`src/logic/txsp_params.svh`:
```
// Offsets, field positions and reset values of the sample port
`ifndef TXSP_PARAMS_SVH
`define TXSP_PARAMS_SVH
`define TXSP_W         12
`define TXSP_AW        8
`define TXSP_CTRL_ADDR 8'h00
`define TXSP_STAT_ADDR 8'h04
`define TXSP_DIV_ADDR  8'h08
`define TXSP_DAC_ADDR  8'h0c
`define TXSP_CTRL_RST  32'h0000_0000
`define TXSP_DIV_RST   16'h0010
`define TXSP_B_HALF    0
`define TXSP_B_DDR     1
`define TXSP_B_ORDER   2
`define TXSP_B_POL     3
`define TXSP_B_FMT     4
`define TXSP_B_DRIVE   5
`define TXSP_B_TWOCLK  6
`define TXSP_B_PINDIR  7
`define TXSP_B_TXON    8
`define TXSP_B_RXON    9
`define TXSP_B_RXINV   10
`define TXSP_B_RXORDER 11
`define TXSP_B_RXPOL   12
`define TXSP_OKAY      2'h0
`define TXSP_SLVERR    2'h2
`endif

```
`src/logic/txsp_pkg.sv`:
```
// Types of the sample port
package txsp_pkg;
   typedef enum logic [1:0] {DIR_HIZ, DIR_RX, DIR_TX} txsp_dir_t;
endpackage

```
`src/logic/txsp_port.sv`:
```
// Transmit and half-duplex sample port with AXI4-Lite control
//
// The implementer's own choices: the AXI4-Lite slave port and the address map.
`timescale 1ns/10ps
`default_nettype none
`include "txsp_params.svh"
// Function
// - Single-edge: capture word and tag on rise
// - Pair consecutive words, order bit selects
// - Polarity bit selects which tag means I
// - Format bit: unsigned or twos complement
// - DDR: capture on both clock edges
// - DDR: edge picks channel, tag ignored
// - Single-edge: clock input or driven out
// - Half-duplex shares bus, direction pin/bits
// - Half-duplex transmit: words from shared pins
// - One-clock: shared clock follows direction
// - Two-clock: shared rx, dedicated tx
// - Driven clocks toggle only when direction active
// - Receive direction sources as full-duplex
// - Enable bits: off hiz, rx, tx, both rx
// - Pin low receive, high transmit
// - Dedicated bus undriven in half-duplex
// - Full-duplex independent, half disables dedicated bus and tag
// - Receive driven on clock rise, invert option
module txsp_port (
   // Clock and reset
   input  wire logic                 aclk,
   input  wire logic                 aresetn,
   // AXI4-Lite slave
   input  wire logic [`TXSP_AW-1:0]  s_axi_awaddr,
   input  wire logic                 s_axi_awvalid,
   output logic                      s_axi_awready,
   input  wire logic [31:0]          s_axi_wdata,
   input  wire logic [3:0]           s_axi_wstrb,
   input  wire logic                 s_axi_wvalid,
   output logic                      s_axi_wready,
   output logic [1:0]                s_axi_bresp,
   output logic                      s_axi_bvalid,
   input  wire logic                 s_axi_bready,
   input  wire logic [`TXSP_AW-1:0]  s_axi_araddr,
   input  wire logic                 s_axi_arvalid,
   output logic                      s_axi_arready,
   output logic [31:0]               s_axi_rdata,
   output logic [1:0]                s_axi_rresp,
   output logic                      s_axi_rvalid,
   input  wire logic                 s_axi_rready,
   // Dedicated transmit pins
   input  wire logic [`TXSP_W-1:0]   tx_sample_bus,
   input  wire logic                 transmit_channel_tag,
   input  wire logic                 transmit_qualifier_clock_i,
   output logic                      transmit_qualifier_clock_o,
   output logic                      transmit_qualifier_clock_oe,
   // Shared port pins
   input  wire logic [`TXSP_W-1:0]   shared_sample_bus_i,
   output logic [`TXSP_W-1:0]        shared_sample_bus_o,
   output logic                      shared_sample_bus_oe,
   input  wire logic                 shared_channel_tag_i,
   output logic                      shared_channel_tag_o,
   output logic                      shared_channel_tag_oe,
   input  wire logic                 shared_port_clock_i,
   output logic                      shared_port_clock_o,
   output logic                      shared_port_clock_oe,
   input  wire logic                 direction_select_pin,
   // Receive samples from the converter core
   input  wire logic [`TXSP_W-1:0]   rx_i_sample,
   input  wire logic [`TXSP_W-1:0]   rx_q_sample,
   input  wire logic                 rx_sample_valid,
   output logic                      rx_sample_ready,
   // Quadrature pairs to the DACs, twos complement
   output logic [`TXSP_W-1:0]        dac_i_word,
   output logic [`TXSP_W-1:0]        dac_q_word,
   output logic                      dac_pair_valid
);
   localparam int SW = 2 * `TXSP_W + 5;

   function automatic txsp_pkg::txsp_dir_t dir_decode(
      input logic half, input logic pindir, input logic pin,
      input logic txon, input logic rxon);
      txsp_pkg::txsp_dir_t d;
      d = txsp_pkg::DIR_RX;
      if (half && pindir) begin
         d = pin ? txsp_pkg::DIR_TX : txsp_pkg::DIR_RX;
      end else if (half) begin
         if (rxon) d = txsp_pkg::DIR_RX;
         else if (txon) d = txsp_pkg::DIR_TX;
         else d = txsp_pkg::DIR_HIZ;
      end
      return d;
   endfunction

   function automatic logic [`TXSP_W-1:0] to_twos(
      input logic [`TXSP_W-1:0] w, input logic twos);
      return twos ? w : {~w[`TXSP_W-1], w[`TXSP_W-2:0]};
   endfunction

   function automatic logic [31:0] merge(
      input logic [31:0] old, input logic [31:0] nw, input logic [3:0] st);
      logic [31:0] r;
      r = old;
      for (int i = 0; i < 4; i++) begin
         if (st[i]) r[8*i +: 8] = nw[8*i +: 8];
      end
      return r;
   endfunction

   logic [31:0]          ctrl_r;
   logic [15:0]          div_r;
   logic [15:0]          div_cnt_r;
   logic                 gen_clk_r;
   logic [SW-1:0]        sync1_r;
   logic [SW-1:0]        sync2_r;
   logic                 tx_clk_prev_r;
   logic                 aw_have_r;
   logic                 w_have_r;
   logic [`TXSP_AW-1:0]  aw_addr_r;
   logic [31:0]          w_data_r;
   logic [3:0]           w_strb_r;
   logic [`TXSP_W-1:0]   first_r;
   logic                 have_r;
   logic [15:0]          pair_cnt_r;
   logic [`TXSP_W-1:0]   rxi_r;
   logic [`TXSP_W-1:0]   rxq_r;
   logic                 rx_full_r;
   logic                 rx_phase_r;
   txsp_pkg::txsp_dir_t  dir;

   // Synchronised pin levels
   logic [`TXSP_W-1:0]   ded_data_s;
   logic [`TXSP_W-1:0]   sh_data_s;
   logic                 ded_tag_s;
   logic                 ded_clk_s;
   logic                 sh_tag_s;
   logic                 sh_clk_s;
   logic                 dir_pin_s;
   assign {ded_data_s, sh_data_s, ded_tag_s, ded_clk_s, sh_tag_s, sh_clk_s, dir_pin_s}
      = sync2_r;

   logic half;
   logic ddr;
   logic two_clk;
   logic own_tx_clk;
   assign half       = ctrl_r[`TXSP_B_HALF];
   assign ddr        = ctrl_r[`TXSP_B_DDR];
   assign two_clk    = ctrl_r[`TXSP_B_TWOCLK];
   assign own_tx_clk = ctrl_r[`TXSP_B_DRIVE] && !ddr;
   assign dir = dir_decode(half, ctrl_r[`TXSP_B_PINDIR], dir_pin_s,
                           ctrl_r[`TXSP_B_TXON], ctrl_r[`TXSP_B_RXON]);

   // Local clock for everything the device drives
   logic gen_tick;
   logic gen_rise;
   logic gen_fall;
   assign gen_tick = (div_cnt_r + 16'h0001 >= div_r);
   assign gen_rise = gen_tick && !gen_clk_r;
   assign gen_fall = gen_tick && gen_clk_r;

   always_ff @(posedge aclk) begin
      if (!aresetn) begin
         div_cnt_r <= 16'h0000;
         gen_clk_r <= 1'b0;
      end else if (gen_tick) begin
         div_cnt_r <= 16'h0000;
         gen_clk_r <= !gen_clk_r;
      end else begin
         div_cnt_r <= div_cnt_r + 16'h0001;
      end
   end

   // Two stages on every pin input
   always_ff @(posedge aclk) begin
      if (!aresetn) begin
         sync1_r <= '0;
         sync2_r <= '0;
      end else begin
         sync1_r <= {tx_sample_bus, shared_sample_bus_i, transmit_channel_tag,
                     transmit_qualifier_clock_i, shared_channel_tag_i,
                     shared_port_clock_i, direction_select_pin};
         sync2_r <= sync1_r;
      end
   end

   // Transmit source selection
   logic                use_shared;
   logic                cap_en;
   logic                tx_clk_in;
   logic [`TXSP_W-1:0]  tx_word;
   logic                tx_tag;
   assign use_shared = half && (dir == txsp_pkg::DIR_TX);
   assign cap_en     = !half || use_shared;
   assign tx_clk_in  = (half && !two_clk) ? sh_clk_s : ded_clk_s;
   assign tx_word    = use_shared ? sh_data_s : ded_data_s;
   assign tx_tag     = use_shared ? sh_tag_s : ded_tag_s;

   logic tx_rise;
   logic tx_fall;
   assign tx_rise = own_tx_clk ? gen_rise : (tx_clk_in && !tx_clk_prev_r);
   assign tx_fall = own_tx_clk ? gen_fall : (!tx_clk_in && tx_clk_prev_r);

   logic edge_hit;
   logic tag_eff;
   logic is_i;
   logic is_first;
   assign edge_hit = tx_rise || (ddr && tx_fall);
   assign tag_eff  = ddr ? tx_rise : tx_tag;
   assign is_i     = (tag_eff == ctrl_r[`TXSP_B_POL]);
   assign is_first = (is_i == ctrl_r[`TXSP_B_ORDER]);

   always_ff @(posedge aclk) begin
      if (!aresetn) tx_clk_prev_r <= 1'b0;
      else tx_clk_prev_r <= tx_clk_in;
   end

   // Pair assembly; a lone second word is dropped
   always_ff @(posedge aclk) begin
      if (!aresetn) begin
         first_r        <= '0;
         have_r         <= 1'b0;
         dac_i_word     <= '0;
         dac_q_word     <= '0;
         dac_pair_valid <= 1'b0;
         pair_cnt_r     <= 16'h0000;
      end else begin
         dac_pair_valid <= 1'b0;
         if (!cap_en) begin
            have_r <= 1'b0;
         end else if (edge_hit && is_first) begin
            first_r <= tx_word;
            have_r  <= 1'b1;
         end else if (edge_hit && have_r) begin
            have_r         <= 1'b0;
            dac_pair_valid <= 1'b1;
            pair_cnt_r     <= pair_cnt_r + 16'h0001;
            dac_i_word <= to_twos(is_i ? tx_word : first_r, ctrl_r[`TXSP_B_FMT]);
            dac_q_word <= to_twos(is_i ? first_r : tx_word, ctrl_r[`TXSP_B_FMT]);
         end
      end
   end

   // Receive words onto the shared port
   logic rx_dir;
   logic rx_take;
   logic rx_done;
   assign rx_dir  = (dir == txsp_pkg::DIR_RX);
   assign rx_take = rx_sample_valid && rx_sample_ready;
   assign rx_done = rx_dir && gen_rise && rx_full_r && rx_phase_r;

   always_ff @(posedge aclk) begin
      if (!aresetn) begin
         rxi_r                <= '0;
         rxq_r                <= '0;
         rx_full_r            <= 1'b0;
         rx_phase_r           <= 1'b0;
         rx_sample_ready      <= 1'b0;
         shared_sample_bus_o  <= '0;
         shared_channel_tag_o <= 1'b0;
      end else begin
         rx_sample_ready <= !(rx_full_r && !rx_done) && !rx_take;
         if (rx_take) begin
            rxi_r     <= rx_i_sample;
            rxq_r     <= rx_q_sample;
            rx_full_r <= 1'b1;
         end else if (rx_done) begin
            rx_full_r <= 1'b0;
         end
         // Launch on local rise; inversion only flips the pin
         if (rx_dir && gen_rise && rx_full_r) begin
            rx_phase_r <= !rx_phase_r;
            if (rx_phase_r == ctrl_r[`TXSP_B_RXORDER]) begin
               shared_sample_bus_o  <= rxq_r;
               shared_channel_tag_o <= !ctrl_r[`TXSP_B_RXPOL];
            end else begin
               shared_sample_bus_o  <= rxi_r;
               shared_channel_tag_o <= ctrl_r[`TXSP_B_RXPOL];
            end
         end
      end
   end

   // Pin drivers; the dedicated data bus is never driven
   logic rx_clk_lvl;
   assign rx_clk_lvl = (gen_clk_r ^ gen_tick) ^ ctrl_r[`TXSP_B_RXINV];

   always_ff @(posedge aclk) begin
      if (!aresetn) begin
         shared_sample_bus_oe        <= 1'b0;
         shared_channel_tag_oe       <= 1'b0;
         shared_port_clock_oe        <= 1'b0;
         shared_port_clock_o         <= 1'b0;
         transmit_qualifier_clock_oe <= 1'b0;
         transmit_qualifier_clock_o  <= 1'b0;
      end else begin
         shared_sample_bus_oe  <= rx_dir;
         shared_channel_tag_oe <= rx_dir;
         transmit_qualifier_clock_oe <= own_tx_clk && (!half || two_clk);
         transmit_qualifier_clock_o  <= gen_clk_r && own_tx_clk
                                        && (!half || use_shared);
         if (!half || two_clk) begin
            shared_port_clock_oe <= 1'b1;
            shared_port_clock_o  <= rx_dir && rx_clk_lvl;
         end else if (rx_dir) begin
            shared_port_clock_oe <= 1'b1;
            shared_port_clock_o  <= rx_clk_lvl;
         end else begin
            shared_port_clock_oe <= use_shared && own_tx_clk;
            shared_port_clock_o  <= use_shared && own_tx_clk && gen_clk_r;
         end
      end
   end

   // AXI4-Lite write path
   logic wr_fire;
   logic wr_ok;
   assign wr_fire = aw_have_r && w_have_r && !s_axi_bvalid;
   assign wr_ok   = (aw_addr_r == `TXSP_CTRL_ADDR) || (aw_addr_r == `TXSP_DIV_ADDR);

   always_ff @(posedge aclk) begin
      if (!aresetn) begin
         aw_have_r     <= 1'b0;
         w_have_r      <= 1'b0;
         aw_addr_r     <= '0;
         w_data_r      <= 32'h0000_0000;
         w_strb_r      <= 4'h0;
         s_axi_awready <= 1'b1;
         s_axi_wready  <= 1'b1;
         s_axi_bvalid  <= 1'b0;
         s_axi_bresp   <= `TXSP_OKAY;
      end else begin
         if (s_axi_awvalid && s_axi_awready) begin
            aw_have_r     <= 1'b1;
            aw_addr_r     <= s_axi_awaddr;
            s_axi_awready <= 1'b0;
         end
         if (s_axi_wvalid && s_axi_wready) begin
            w_have_r     <= 1'b1;
            w_data_r     <= s_axi_wdata;
            w_strb_r     <= s_axi_wstrb;
            s_axi_wready <= 1'b0;
         end
         if (wr_fire) begin
            aw_have_r    <= 1'b0;
            w_have_r     <= 1'b0;
            s_axi_bvalid <= 1'b1;
            s_axi_bresp  <= wr_ok ? `TXSP_OKAY : `TXSP_SLVERR;
         end
         if (s_axi_bvalid && s_axi_bready) begin
            s_axi_bvalid  <= 1'b0;
            s_axi_awready <= 1'b1;
            s_axi_wready  <= 1'b1;
         end
      end
   end

   // A divider write of zero is held at one; zero would also toggle the local clock every cycle
   logic [31:0] div_mg;
   assign div_mg = merge({16'h0000, div_r}, w_data_r, w_strb_r);

   always_ff @(posedge aclk) begin
      if (!aresetn) begin
         ctrl_r <= `TXSP_CTRL_RST;
         div_r  <= `TXSP_DIV_RST;
      end else if (wr_fire && aw_addr_r == `TXSP_CTRL_ADDR) begin
         ctrl_r <= merge(ctrl_r, w_data_r, w_strb_r) & 32'h0000_1fff;
      end else if (wr_fire && aw_addr_r == `TXSP_DIV_ADDR) begin
         div_r <= (div_mg[15:0] == 16'h0000) ? 16'h0001 : div_mg[15:0];
      end
   end

   // AXI4-Lite read path
   always_ff @(posedge aclk) begin
      if (!aresetn) begin
         s_axi_arready <= 1'b1;
         s_axi_rvalid  <= 1'b0;
         s_axi_rdata   <= 32'h0000_0000;
         s_axi_rresp   <= `TXSP_OKAY;
      end else if (s_axi_arvalid && s_axi_arready) begin
         s_axi_arready <= 1'b0;
         s_axi_rvalid  <= 1'b1;
         s_axi_rresp   <= `TXSP_OKAY;
         case (s_axi_araddr)
            `TXSP_CTRL_ADDR: s_axi_rdata <= ctrl_r;
            `TXSP_STAT_ADDR: s_axi_rdata <= {12'h000, dir, rx_full_r, have_r,
                                             pair_cnt_r};
            `TXSP_DIV_ADDR:  s_axi_rdata <= {16'h0000, div_r};
            `TXSP_DAC_ADDR:  s_axi_rdata <= {8'h00, dac_q_word, dac_i_word};
            default: begin
               s_axi_rdata <= 32'h0000_0000;
               s_axi_rresp <= `TXSP_SLVERR;
            end
         endcase
      end else if (s_axi_rvalid && s_axi_rready) begin
         s_axi_rvalid  <= 1'b0;
         s_axi_arready <= 1'b1;
      end
   end

endmodule // txsp_port
`default_nettype wire

```
`config.mk`:
```
export PLATFORM = sky130hd
export DESIGN_NAME = txsp_port
export DESIGN_NICKNAME = d
export VERILOG_FILES = /design/src/logic/txsp_pkg.sv /design/src/logic/txsp_port.sv
export VERILOG_INCLUDE_DIRS = /design/src /design/src/logic
export SDC_FILE = /design/constraint.sdc
export NUM_CORES = 1
export LEC_CHECK = 0
export BUFFER_PORTS_ARGS = -buffer_cell sky130_fd_sc_hd__buf_4
export CAP_MARGIN = 20
export CORE_MARGIN = 2
export CORE_UTILIZATION = 45
export CTS_CLUSTER_SIZE = 16
export DETAILED_ROUTE_END_ITERATION = 10
export PLACE_DENSITY = 0.67
export SYNTH_ARGS = -nofsm -noshare
export SYNTH_HDL_FRONTEND = slang
export SYNTH_SLANG_ARGS = --single-unit
```
`constraint.sdc`:
```
create_clock -name aclk -period 7.1 [get_ports aclk]
set_input_delay 0.71 -clock aclk [delete_from_list [all_inputs] [get_ports aclk]]
set_output_delay 0.71 -clock aclk [all_outputs]
set_load 0.05 [all_outputs]
```
======== After elaboration in Yosys (flattened, before gate mapping) ========
Cells that the tools add are included.
word-level totals
  register bits ........................... 273
  latch bits .............................. 0
  bits in writable memories ............... 0
  bits in read-only memories .............. 0
  input bits .............................. 113
  output and inout port bits .............. 86
  logic and storage cells ................. 160
  memories ................................ 0
cells by class
  $add $sub $neg .......................... 2
  multiply operators ...................... 0
  div/mod/pow operators ................... 0
  magnitude comparators ................... 1
  equality and inequality tests ........... 9
  shifts and indexed selects .............. 0
  mux-type cells .......................... 36
  bitwise logic cells ..................... 8
  reductions and logical operators ........ 65
operators with widths
  kind                                            count
  one-hot mux 24 bit (4 select lines)             1
  2-to-1 mux 12 bit                               6
  adder 16 x 1 -> 16 bit (second input constant)  2
  logical AND 1 bit                               32
  == test 8 x 4 -> 1 bit (second input constant)  3
  2-to-1 mux 1 bit                                19
  >= comparator 16 bit                            1
  logical NOT 16 bit                              1
  logical NOT 8 bit                               2
  2-to-1 mux 16 bit                               1
  2-to-1 mux 8 bit                                2
  2-to-1 mux 2 bit                                7
  logical NOT 1 bit                               12
  AND reduction 2 bit                             5
  == test 8 x 3 -> 1 bit (second input constant)  1
  inverter 1 bit                                  6
  nonzero test 2 bit                              3
  OR reduction 2 bit                              3
  logical OR 1 bit                                4
  OR reduction 4 bit                              1
  == test 1 bit                                   3
  AND reduction 3 bit                             1
  OR reduction 3 bit                              1
  == test 2 x 1 -> 1 bit (second input constant)  1
  2 further kinds                                 3

======== Logic depth before layout (Yosys ltp) ========
Gate-level depths: netlist of run 1.
  depth in word-level cells ............... 13
  depth in mapped cells ................... 21
  gate-level depth less buffers ........... 18

======== Least setup slack after synthesis of run 1 ========
OpenSTA, ideal clock, no wires.
  path kind ............................... register to register
  from .................................... register div_cnt_r[2]
  to ...................................... register pair_cnt_r[11]
  library setup time ...................... 70 ps
  arrival time ............................ 3925 ps
  data required time ...................... 7030 ps
  setup slack ............................. 3105 ps
  stages on the path, launching flop included .. 22
  path buffers ............................ 3
  period minus slack after synthesis ...... 3995 ps
  path through ............................ dfxtp_1 -> and3_1 -> and3_1 -> nand4_1 -> nor3_1 -> xor2_1 -> ha_1 -> nand4_1 -> nor2_1 -> a21oi_1 -> o211ai_1 -> a21oi_1 -> clkbuf_1 -> inv_1 -> ha_1 -> a32o_1 -> o211ai_1 -> or2_1 -> buf_2 -> buf_2 -> o31ai_1 -> a21oi_1
between the ends
  longest elaborated chain between the ends .. 10
  elaborated cells on any way between the ends .. 15
  those cells by class .................... add/sub: 1; order compare: 1; eq/ne: 2; mux: 3; bitwise: 1; reduce/logical: 7
RTL lines
  item                             line              text
  from (decl)                      txsp_port.sv:109  logic [15:0] div_cnt_r;
  from (signal assigned)           txsp_port.sv:166  div_cnt_r <= div_cnt_r + 16'h0001;
  adder 16 x 1 -> 16 bit *         txsp_port.sv:154  assign gen_tick = (div_cnt_r + 16'h0001 >= div_r);
  >= comparator 16 bit *           txsp_port.sv:154
  logical AND 1 bit                txsp_port.sv:155  assign gen_rise = gen_tick && !gen_clk_r;
  2-to-1 mux 1 bit                 txsp_port.sv:197  assign tx_rise = own_tx_clk ? gen_rise : (tx_clk_in && !tx_clk_prev_r);
  2-to-1 mux 1 bit                 txsp_port.sv:205  assign tag_eff = ddr ? tx_rise : tx_tag;
  == test 1 bit                    txsp_port.sv:206  assign is_i = (tag_eff == ctrl_r[`TXSP_B_POL]);
  == test 1 bit                    txsp_port.sv:207  assign is_first = (is_i == ctrl_r[`TXSP_B_ORDER]);
  logical AND 1 bit                txsp_port.sv:227  end else if (edge_hit && is_first) begin
  inverter 1 bit (no line)         -
  AND reduction 3 bit (no line) *  -
  to (signal assigned)             txsp_port.sv:233  pair_cnt_r <= pair_cnt_r + 16'h0001;
  to (decl)                        txsp_port.sv:121  logic [15:0] pair_cnt_r;
Mark *: on every way between the ends. The rest lies on a longest branch, timed or not.
A chain may end at the register's enable or synchronous reset.

======== Worst setup path after layout of run 1 ========
  from .................................... register div_cnt_r[2]
  to ...................................... register pair_cnt_r[14]
Same word-level chain as after synthesis.

==> results of run 1 <==
through the flow:
step	util	total power, mW	cells	instance area, um2
final	0.559	3.19	1717	13100
after global routing	0.559	3.30	1717	13100
after CTS	0.558	3.23	1715	13000
after detailed placement	0.517	1.76	1665	12100
after global placement	0.517	1.76	1665	12100
after floorplan	-	1.69	1258	10800
per-layer routing:
metal	global-route usage	wire (um)	vias up
li1	-	-	4520
met1	0.273	11800	4041
met2	0.344	12500	178
met3	0.0259	896	47
met4	0.0755	890	0
met5	0	0	-
cell usage in the layout (no fill, tap or decap), types with 3 or more instances in the layout:
master,Yosys,layout
nor2b_1,4,4
clkbuf_16,0,28
mux2_2,3,3
or2_2,3,3
a221oi_1,13,13
o31ai_1,6,6
clkbuf_1,64,6
nand4_1,7,7
a21oi_1,134,134
clkinv_2,0,4
clkbuf_8,0,7
or4_1,4,4
xnor2_1,21,21
nor3_1,13,13
ha_1,19,19
o21ai_0,28,28
nand3_1,58,58
dfxtp_1,263,263
nor4_1,7,6
inv_1,30,30
a211oi_1,26,26
nor2_1,78,78
xor2_1,7,6
a22oi_1,5,5
nand2b_1,7,7
o211ai_1,26,26
mux2i_1,46,46
nand2_1,221,221
a21o_1,4,4
conb_1,1,10
buf_4,12,179
and2_1,79,79
and3_1,23,23
layout make-up:
cell class / instances / area, um2 / share of cell area
timing repair buffer: 180 / 1360 / 0.104
clock inverter: 9 / 126 / 0.00967
inverter: 31 / 119 / 0.00909
tap: 319 / 399 / 0.0305
clock buffer: 41 / 820 / 0.0627
multi-input combinational: 874 / 4980 / 0.381
sequential: 263 / 5270 / 0.403
cells by family after synthesis:
group | Yosys count | share of synthesized area
simple gates | 513 | 0.223
compound gates | 254 | 0.143
mux | 49 | 0.0461
xor+xnor | 29 | 0.0252
buf+inv | 121 | 0.0482
fa+ha+maj | 19 | 0.0222
other cells | 1 | 0.000350
flops | 263 | 0.491
registers in the layout, summed over array words and instances (netlist names), 2 cells and up:
signal,cells
first_r,12
dac_q_word,12
pair_cnt_r,16
div_r,16
aw_addr_r,8
rxi_r,12
s_axi_rdata,24
ctrl_r,13
shared_sample_bus_o,12
w_data_r,16
w_strb_r,2
sync2_r,29
sync1_r,29
dac_i_word,12
rxq_r,12
div_cnt_r,16
path summary, 6_finish.rpt:
check        slack [ns]  cells after the start                           to
max                2.09                     20  pair_cnt_r[14]$_SDFFE_PN0P_
min                0.36                      2    s_axi_wready$_SDFFE_PP1P_
max reg2reg        2.09                     20  pair_cnt_r[14]$_SDFFE_PN0P_
min reg2reg        0.43                      1        sync2_r[0]$_SDFF_PN0_
power by group:
part,internal (mW),switching (mW),leakage (nW)
Sequential,1.51,0.0254,2.14
Clock,0.875,0.587,0.462
Combinational,0.0761,0.114,2.62
Total,2.47,0.727,5.22
==> impl_metrics.ini, run 1 <==
[global_route]
overflow = 0
grt_pass1_wl_mm = 41.3
antenna_found_initial = 0
grt.total_usage = 0.206
grt_pass1_vias = 8219
grt_max_degree = 107

[worst_setup_path]
cp-start-kind = register
crit_top_cell = a21oi_1
endpoint_kind = register
crit-reg2reg-launch = div_cnt_r[2]$_SDFF_PP0_
cp-startpoint = div_cnt_r[2]$_SDFF_PP0_
path_class = reg -> reg
crit_family = simple AND/OR/NAND/NOR gates
cp_num_buf_inv = 3
critPathRequiredTime_ns = 7.48
cp.arrival_ns = 5.39
slowest_delay_ns = 0.71
crit_path_max_fanout = 22
crit_slowest_cell = or2_1
path_cells = and3_1, and3_1, nand4_1, nor2_1, xor2_1, ha_1, a21oi_1, nor2b_1, o21ai_0, o211ai_1, a21oi_1, buf_4, inv_1, ha_1, a32o_1, o211ai_1, or2_1, buf_4, or4_1, a21oi_1

[pwr]
ir_drop_mv = 0.155
p_per_area_nw_per_um2 = 244
p_leak_nw = 5.22

[clocking]
htree_levels = 1
path_clk_slew_ns = 0.06
clockBufferDepth = 3
cts.sink_count = 263
cts_tree = built
root_buffer = clkbuf_16
post_cts_buffers = 0
ctsResizeCount = 0
numCtsBuffers = 28
worstSkewPairLatency_ns = 0.55
cts_hold_buf = 0

[sta]
period_share = 0.705
fin_crit_ns = 5.01
setup_tns_ns = 0
finalHoldViolations = 0
tightest_slew_ns = 1.03
whs_ns = 0.362
finalClockSkew_ns = 0.0170
timing.final.ws_setup_ns = 2.09
setup_viol = 0
grt_setup_unrepaired = no
slew_viol_final = 0
fmax_mhz = 200
slew_headroom = 0.309

[floorplanning]
coreArea_um2 = 23400
design.die.area_um2 = 25100
ios = 199
fp.dieW_um = 158
fp-row-count = 56
initial_utilization = 0.458
die_h_um = 158

[layout]
nFillCells = 2223
diodes = 0
drive_gt1_frac = 0.170
nNetsFinal = 1510
area_growth_pct = 22.0

[synthesis]
synth_commonest_cells = dfxtp_1, nand2_1, a21oi_1
netlist_area_um2 = 10700
synth_edf_count = 0
yosysWarnings = 0
yosys.cell_count.top_type = dfxtp_1
ys_seq_area_frac = 0.491
synth.distinct_cells = 51
ys.flop_type = dfxtp_1
ys_top_cells_by_area = dfxtp_1, nand2_1, a21oi_1
synth.top_cell.area_share = 0.491
ys_ff_latch = 263
syn_area_per_cell_um2 = 8.58
synth_largest_area_cell = dfxtp_1
synth_cells = 1249
synth-async-reset-ratio = 0

[place]
dpl.hpwl_mm = 18.0
dp_slack_ns = 2.16
place_congestion = 0.812
io_buffers = 170

[route]
vias = 8786
drtPass1Iterations = 5
wirelength_mm = 26.0
drc = 0
ant_nets = 0
drtIter0Drc = 558
wl_per_cell_um = 15.2
via_per_inst = 5.12

[flow_run]
drv_cap = 0

[min_path]
hold_class = in -> reg
min_from = s_axi_wvalid

[run_status]
run_status = finished, final reports clean
(Power assumes the default switching activity.)
==> run 2: changes to the inputs <==
Settings changed: ABC_AREA from default to 1, PLACE_DENSITY 0.67 to 0.69.
Clock period 7.1 ns to 4.04 ns, I/O delays scaled along.
==> impl_metrics.ini, run 2 <==
[flow_run]
drv_cap = 0

[clocking]
cts_tree = built
numCtsBuffers = 28
cts_hold_buf = 0
root_buffer = clkbuf_16
clockBufferDepth = 3
cts.sink_count = 263
worstSkewPairLatency_ns = 0.55
path_clk_slew_ns = 0.06
htree_levels = 1

[worst_setup_path]
cp.arrival_ns = 4.34
worstRegToRegCells = 26
crit_path_max_fanout = 20
crit_slowest_cell = dfxtp_2
r2r_setup_slack_ns = 0.13
crit_top_cell = nand3_2
critPathRequiredTime_ns = 4.46
endpoint_kind = register
cp-start-kind = register
cp_num_buf_inv = 3
crit_family = simple AND/OR/NAND/NOR gates
slowest_delay_ns = 0.35
path_class = reg -> reg
crit-reg2reg-launch = div_cnt_r[1]$_SDFF_PP0_
r2r_end = dac_q_word[1]$_SDFFE_PN0P_
cp-startpoint = div_cnt_r[1]$_SDFF_PP0_

[route]
wirelength_mm = 30.4
ant_nets = 0
via_per_inst = 4.96
vias = 10300
wl_met3_mm = 2.46
top_layer = met4
wl_met2_mm = 13.4
drc = 0
wl_met1_mm = 13.6
drtIter0Drc = 818
drtPass1Iterations = 6
wl_per_cell_um = 14.7

[floorplanning]
initial_utilization = 0.454
fp.dieW_um = 162
coreArea_um2 = 24900
design.die.area_um2 = 26400
fp-row-count = 58
die_h_um = 162
ios = 199

[layout]
drive_gt1_frac = 0.163
layout_commonest_cell = nand2_1
final_area_um2 = 14000
final_cell_mix = nand2_1, dfxtp_1, inv_1
top_regs = sync1_r: 29 flops, sync2_r: 29 flops, s_axi_rdata: 24 flops
nNetsFinal = 1852
diodes = 0
area_growth_pct = 23.5
stdcell_count = 2071

[global_route]
overflow = 0
grt_max_degree = 115
grt_pass1_wl_mm = 47.3
grt.total_usage = 0.220
grt_pass1_vias = 9369
antenna_found_initial = 0

[sta]
period_share = 0.969
finalHoldViolations = 0
setup_viol = 0
tightest_slew_ns = 0.991
whs_ns = 0.0507
fin_crit_ns = 3.91
slew_viol_final = 0
slew_headroom = 0.337
timing.final.ws_setup_ns = 0.126
fmax_mhz = 255
finalClockSkew_ns = 0.0230

[synthesis]
ys_ff_latch = 263
synth_compound_area_frac = 0.134
synth_largest_area_cell = dfxtp_1
synth_cells = 1574
syn_area_per_cell_um2 = 7.18
netlist_area_um2 = 11300
synth_edf_count = 0
yosys.cell_count.top_type = nand2_1
synth_top_family_by_area = simple AND/OR/NAND/NOR gates
synth-xor-area-share = 0.0201
synth_commonest_cells = nand2_1, dfxtp_1, inv_1
ys_top_cells_by_area = dfxtp_1, nand2_1, inv_1
yosysWarnings = 0
ys_seq_area_frac = 0.466
synth-async-reset-ratio = 0
synth-adder-area-share = 0.0210
synth.distinct_cells = 37
synth.top_cell.area_share = 0.466
ys.flop_type = dfxtp_1
synthMuxAreaShare = 0
synth_simple_gate_area_frac = 0.249

[pwr]
ir_drop_mv = 0.240
p_leak_nw = 6.53
p_per_area_nw_per_um2 = 409

[run_status]
run_status = finished, final reports clean

[min_path]
hold_path_end = sync1_r[26]$_SDFF_PN0_
holdPathStages = 3
hold_class = in -> reg
min_from = tx_sample_bus[9]

[place]
io_buffers = 170
dpl.hpwl_mm = 20.9
dp.cells = 2009
place_congestion = 0.917
dp_slack_ns = -0.145
placed_area_um2 = 12700
## run 2: per-stage QoR
step / TNS [ns] / power, mW / util
finish: 0 / 5.71 / 0.561
global route: -2.43 / 5.94 / 0.561
detailed placement: -4.70 / 3.24 / 0.512
global placement: 0 / 3.23 / 0.512
CTS: 0 / 5.75 / 0.549
floorplan: 0 / 3.08 / -
## run 2: layout make-up
type	count	area, um2
Sequential cell	263	5270
Inverter	220	826
Clock inverter	7	67.6
Clock buffer	44	842
Tap cell	330	413
Fill cell	2394	10900
Multi-Input combinational cell	1015	4990
Timing Repair Buffer	192	1560
## run 2: report_power, final
group	switching, mW	total, mW	internal (mW)
Sequential	0.0554	2.74	2.68
Combinational	0.289	0.454	0.165
Clock	1.03	2.52	1.49
## run 2: kinds of logic after synthesis
logic type	Yosys count
flip-flops	263
buffers and inverters	305
other	1
AND/OR/NAND/NOR	679
AO/OA/AOI/OAI	281
adder cells (fa/ha/maj)	19
XOR/XNOR	26
## run 2: how the worst max path moves through the flow
stage                                  end  cells after the start
6_report        dac_q_word[1]$_SDFFE_PN0P_                     26
2_1_floorplan  dac_q_word[10]$_SDFFE_PN0P_                     27
3_3_place_gp   dac_q_word[11]$_SDFFE_PN0P_                     27
5_1_grt         dac_q_word[1]$_SDFFE_PN0P_                     26
3_5_place_dp    dac_q_word[6]$_SDFFE_PN0P_                     27
4_1_cts            first_r[7]$_SDFFE_PN0P_                     26
## run 2: timing repair
| item | CTS | global route |
|---|---|---|
| gates cloned | 0 | 4 |
| resized for setup | 3 | 32 |
| setup buffers | 0 | 7 |
| endpoints found under the setup margin | 53 | 55 |
| pin swaps | 0 | 17 |
## run 2: worst register-to-register path, delay by kind of cell (launching register included)
| family | cells | cell delay, ns |
|---|---|---|
| xor+xnor | 1 | 0.20 |
| simple gates | 19 | 2.29 |
| buf+inv | 3 | 0.38 |
| flops | 1 | 0.35 |
| fa+ha+maj | 3 | 0.58 |
## run 2: layer usage
| metal | global-route usage | vias to the layer above |
|---|---|---|
| li1 | - | 5241 |
| met1 | 0.303 | 4602 |
| met2 | 0.339 | 374 |
| met3 | 0.0456 | 60 |
| met4 | 0.0885 | 0 |
| met5 | 0 | - |
==> run 3: changes to the inputs <==
Settings changed: ABC_AREA 1 to default.
==> impl_metrics.ini, run 3 (synthesis results as in run 1) <==
[route]
wl_met1_mm = 11.8
drc = 0
drtPass1Iterations = 5
vias = 9005
via_per_inst = 5.20
ant_nets = 0
wl_met2_mm = 13.0
wl_per_cell_um = 15.4
wl_met3_mm = 1.21
drtIter0Drc = 547
wirelength_mm = 26.7
top_layer = met4

[layout]
drive_gt1_frac = 0.192
layout_commonest_cell = dfxtp_1
top_regs = sync1_r: 29 flops, sync2_r: 29 flops, s_axi_rdata: 24 flops
area_growth_pct = 23.7
nNetsFinal = 1528
diodes = 0
multiInputGateArea_um2 = 5040
nFillCells = 2151
regArea_um2 = 5270
final_cell_mix = dfxtp_1, nand2_1, buf_4

[sta]
grt_setup_unrepaired = yes
setup_tns_ns = 0
timing.final.ws_setup_ns = 0.163
setup_viol = 0
finalHoldViolations = 0
finalClockSkew_ns = 0.0244
tightest_slew_ns = 1.05
fin_crit_ns = 3.88
slew_viol_final = 0
period_share = 0.960
slew_headroom = 0.298
fmax_mhz = 258

[clocking]
worstSkewPairLatency_ns = 0.55
path_clk_slew_ns = 0.06
cts.sink_count = 263
cts_hold_buf = 0
clockBufferDepth = 3
numCtsBuffers = 27
root_buffer = clkbuf_16
htree_levels = 1
cts_tree = built

[global_route]
overflow = 0
antenna_found_initial = 0
grt_pass1_vias = 8302
grt_max_degree = 100
grt.total_usage = 0.211
grt_pass1_wl_mm = 42.7

[pwr]
ir_drop_mv = 0.356
p_per_area_nw_per_um2 = 417
p_total_mw = 5.53
p_leak_nw = 5.31

[flow_run]
drv_cap = 0

[floorplanning]
design.die.area_um2 = 25100
die_h_um = 158
fp-row-count = 56
ios = 199
fp.dieW_um = 158
coreArea_um2 = 23400
initial_utilization = 0.458

[worst_setup_path]
critPathRequiredTime_ns = 4.51
path_class = reg -> reg
cp-start-kind = register
endpoint_kind = register
cp.arrival_ns = 4.35
crit_path_max_fanout = 13

[place]
dp_slack_ns = -0.00904
place_congestion = 0.824
io_buffers = 170
dpl.hpwl_mm = 18.4

[run_status]
run_status = finished, final reports clean

[min_path]
hold_class = in -> reg
==> run 3: cell types whose count changed in the layout (fill, tap and decap cells not counted), sizes merged, moves of 23 or more <==
| cell | delta |
|---|---|
| o211ai | +24 |
| mux2i | +46 |
| a21oi | +51 |
| and3 | +23 |
| and2 | +79 |
| nand2 | -159 |
| nor2 | -117 |
| o21ai | -104 |
| inv | -186 |
| o22ai | -30 |
==> run 3: timing repair <==
action	in CTS	in global routing
resized for setup	1	17
gates cloned	0	1
pin swaps	2	18
buffers inserted	1	7
setup endpoints to repair	6	53
==> run 3: through the flow <==
step                      cell area [um2]  utilization  std cells  hold WS [ns]
final                               13300        0.566       1733        0.0623
after global routing                13300        0.566       1733        0.0536
after CTS                           13100        0.561       1725        0.0487
after detailed placement            12200        0.523       1677         0.418
after global placement              12200        0.523       1677         0.417
after floorplan                     10800            -       1258         0.412
==> run 3: where the power goes <==
group / switching (mW) / internal, mW / total (mW)
combinational: 0.201 / 0.137 / 0.338
clock: 1.03 / 1.46 / 2.49
sequential: 0.0442 / 2.66 / 2.71
==> run 3: final timing paths <==
kind	startpoint	to	slack, ns	cells past startpoint
hold reg to reg	sync1_r[28]$_SDFF_PN0_	sync2_r[28]$_SDFF_PN0_	0.43	1
setup / recovery	div_cnt_r[0]$_SDFF_PP0_	pair_cnt_r[9]$_SDFFE_PN0P_	0.16	18
hold / removal	shared_sample_bus_i[10]	sync1_r[15]$_SDFF_PN0_	0.06	2
setup reg to reg	div_cnt_r[0]$_SDFF_PP0_	pair_cnt_r[9]$_SDFFE_PN0P_	0.16	18
==> run 3: layout make-up <==
type                            instances  area share
Clock inverter                         14      0.0126
Multi-Input combinational cell        874       0.380
Timing Repair Buffer                  199       0.117
Clock buffer                           33      0.0542
Tap cell                              319      0.0301
Inverter                               31     0.00897
Sequential cell                       263       0.397
==> run 3: routing by layer <==
| metal | vias up | global-route usage |
|---|---|---|
| li1 | 4547 | - |
| met1 | 4217 | 0.285 |
| met2 | 192 | 0.350 |
| met3 | 49 | 0.0289 |
| met4 | 0 | 0.0721 |
| met5 | - | 0 |
==> run 3: worst max-delay path: stages, from the launching register on <==
cell      delay [ns]
dfxtp_1         0.44
ha_1            0.28
nand3_1         0.16
nor3_1          0.25
xnor2_1         0.13
ha_1            0.31
nand4_1         0.14
nor2_2          0.17
o2111a_1        0.21
a21oi_2         0.07
inv_2           0.09
ha_4            0.14
a32o_2          0.13
o211ai_1        0.09
buf_4           0.16
or2_4           0.26
buf_12          0.15
nor4_1          0.38
mux2i_1         0.25
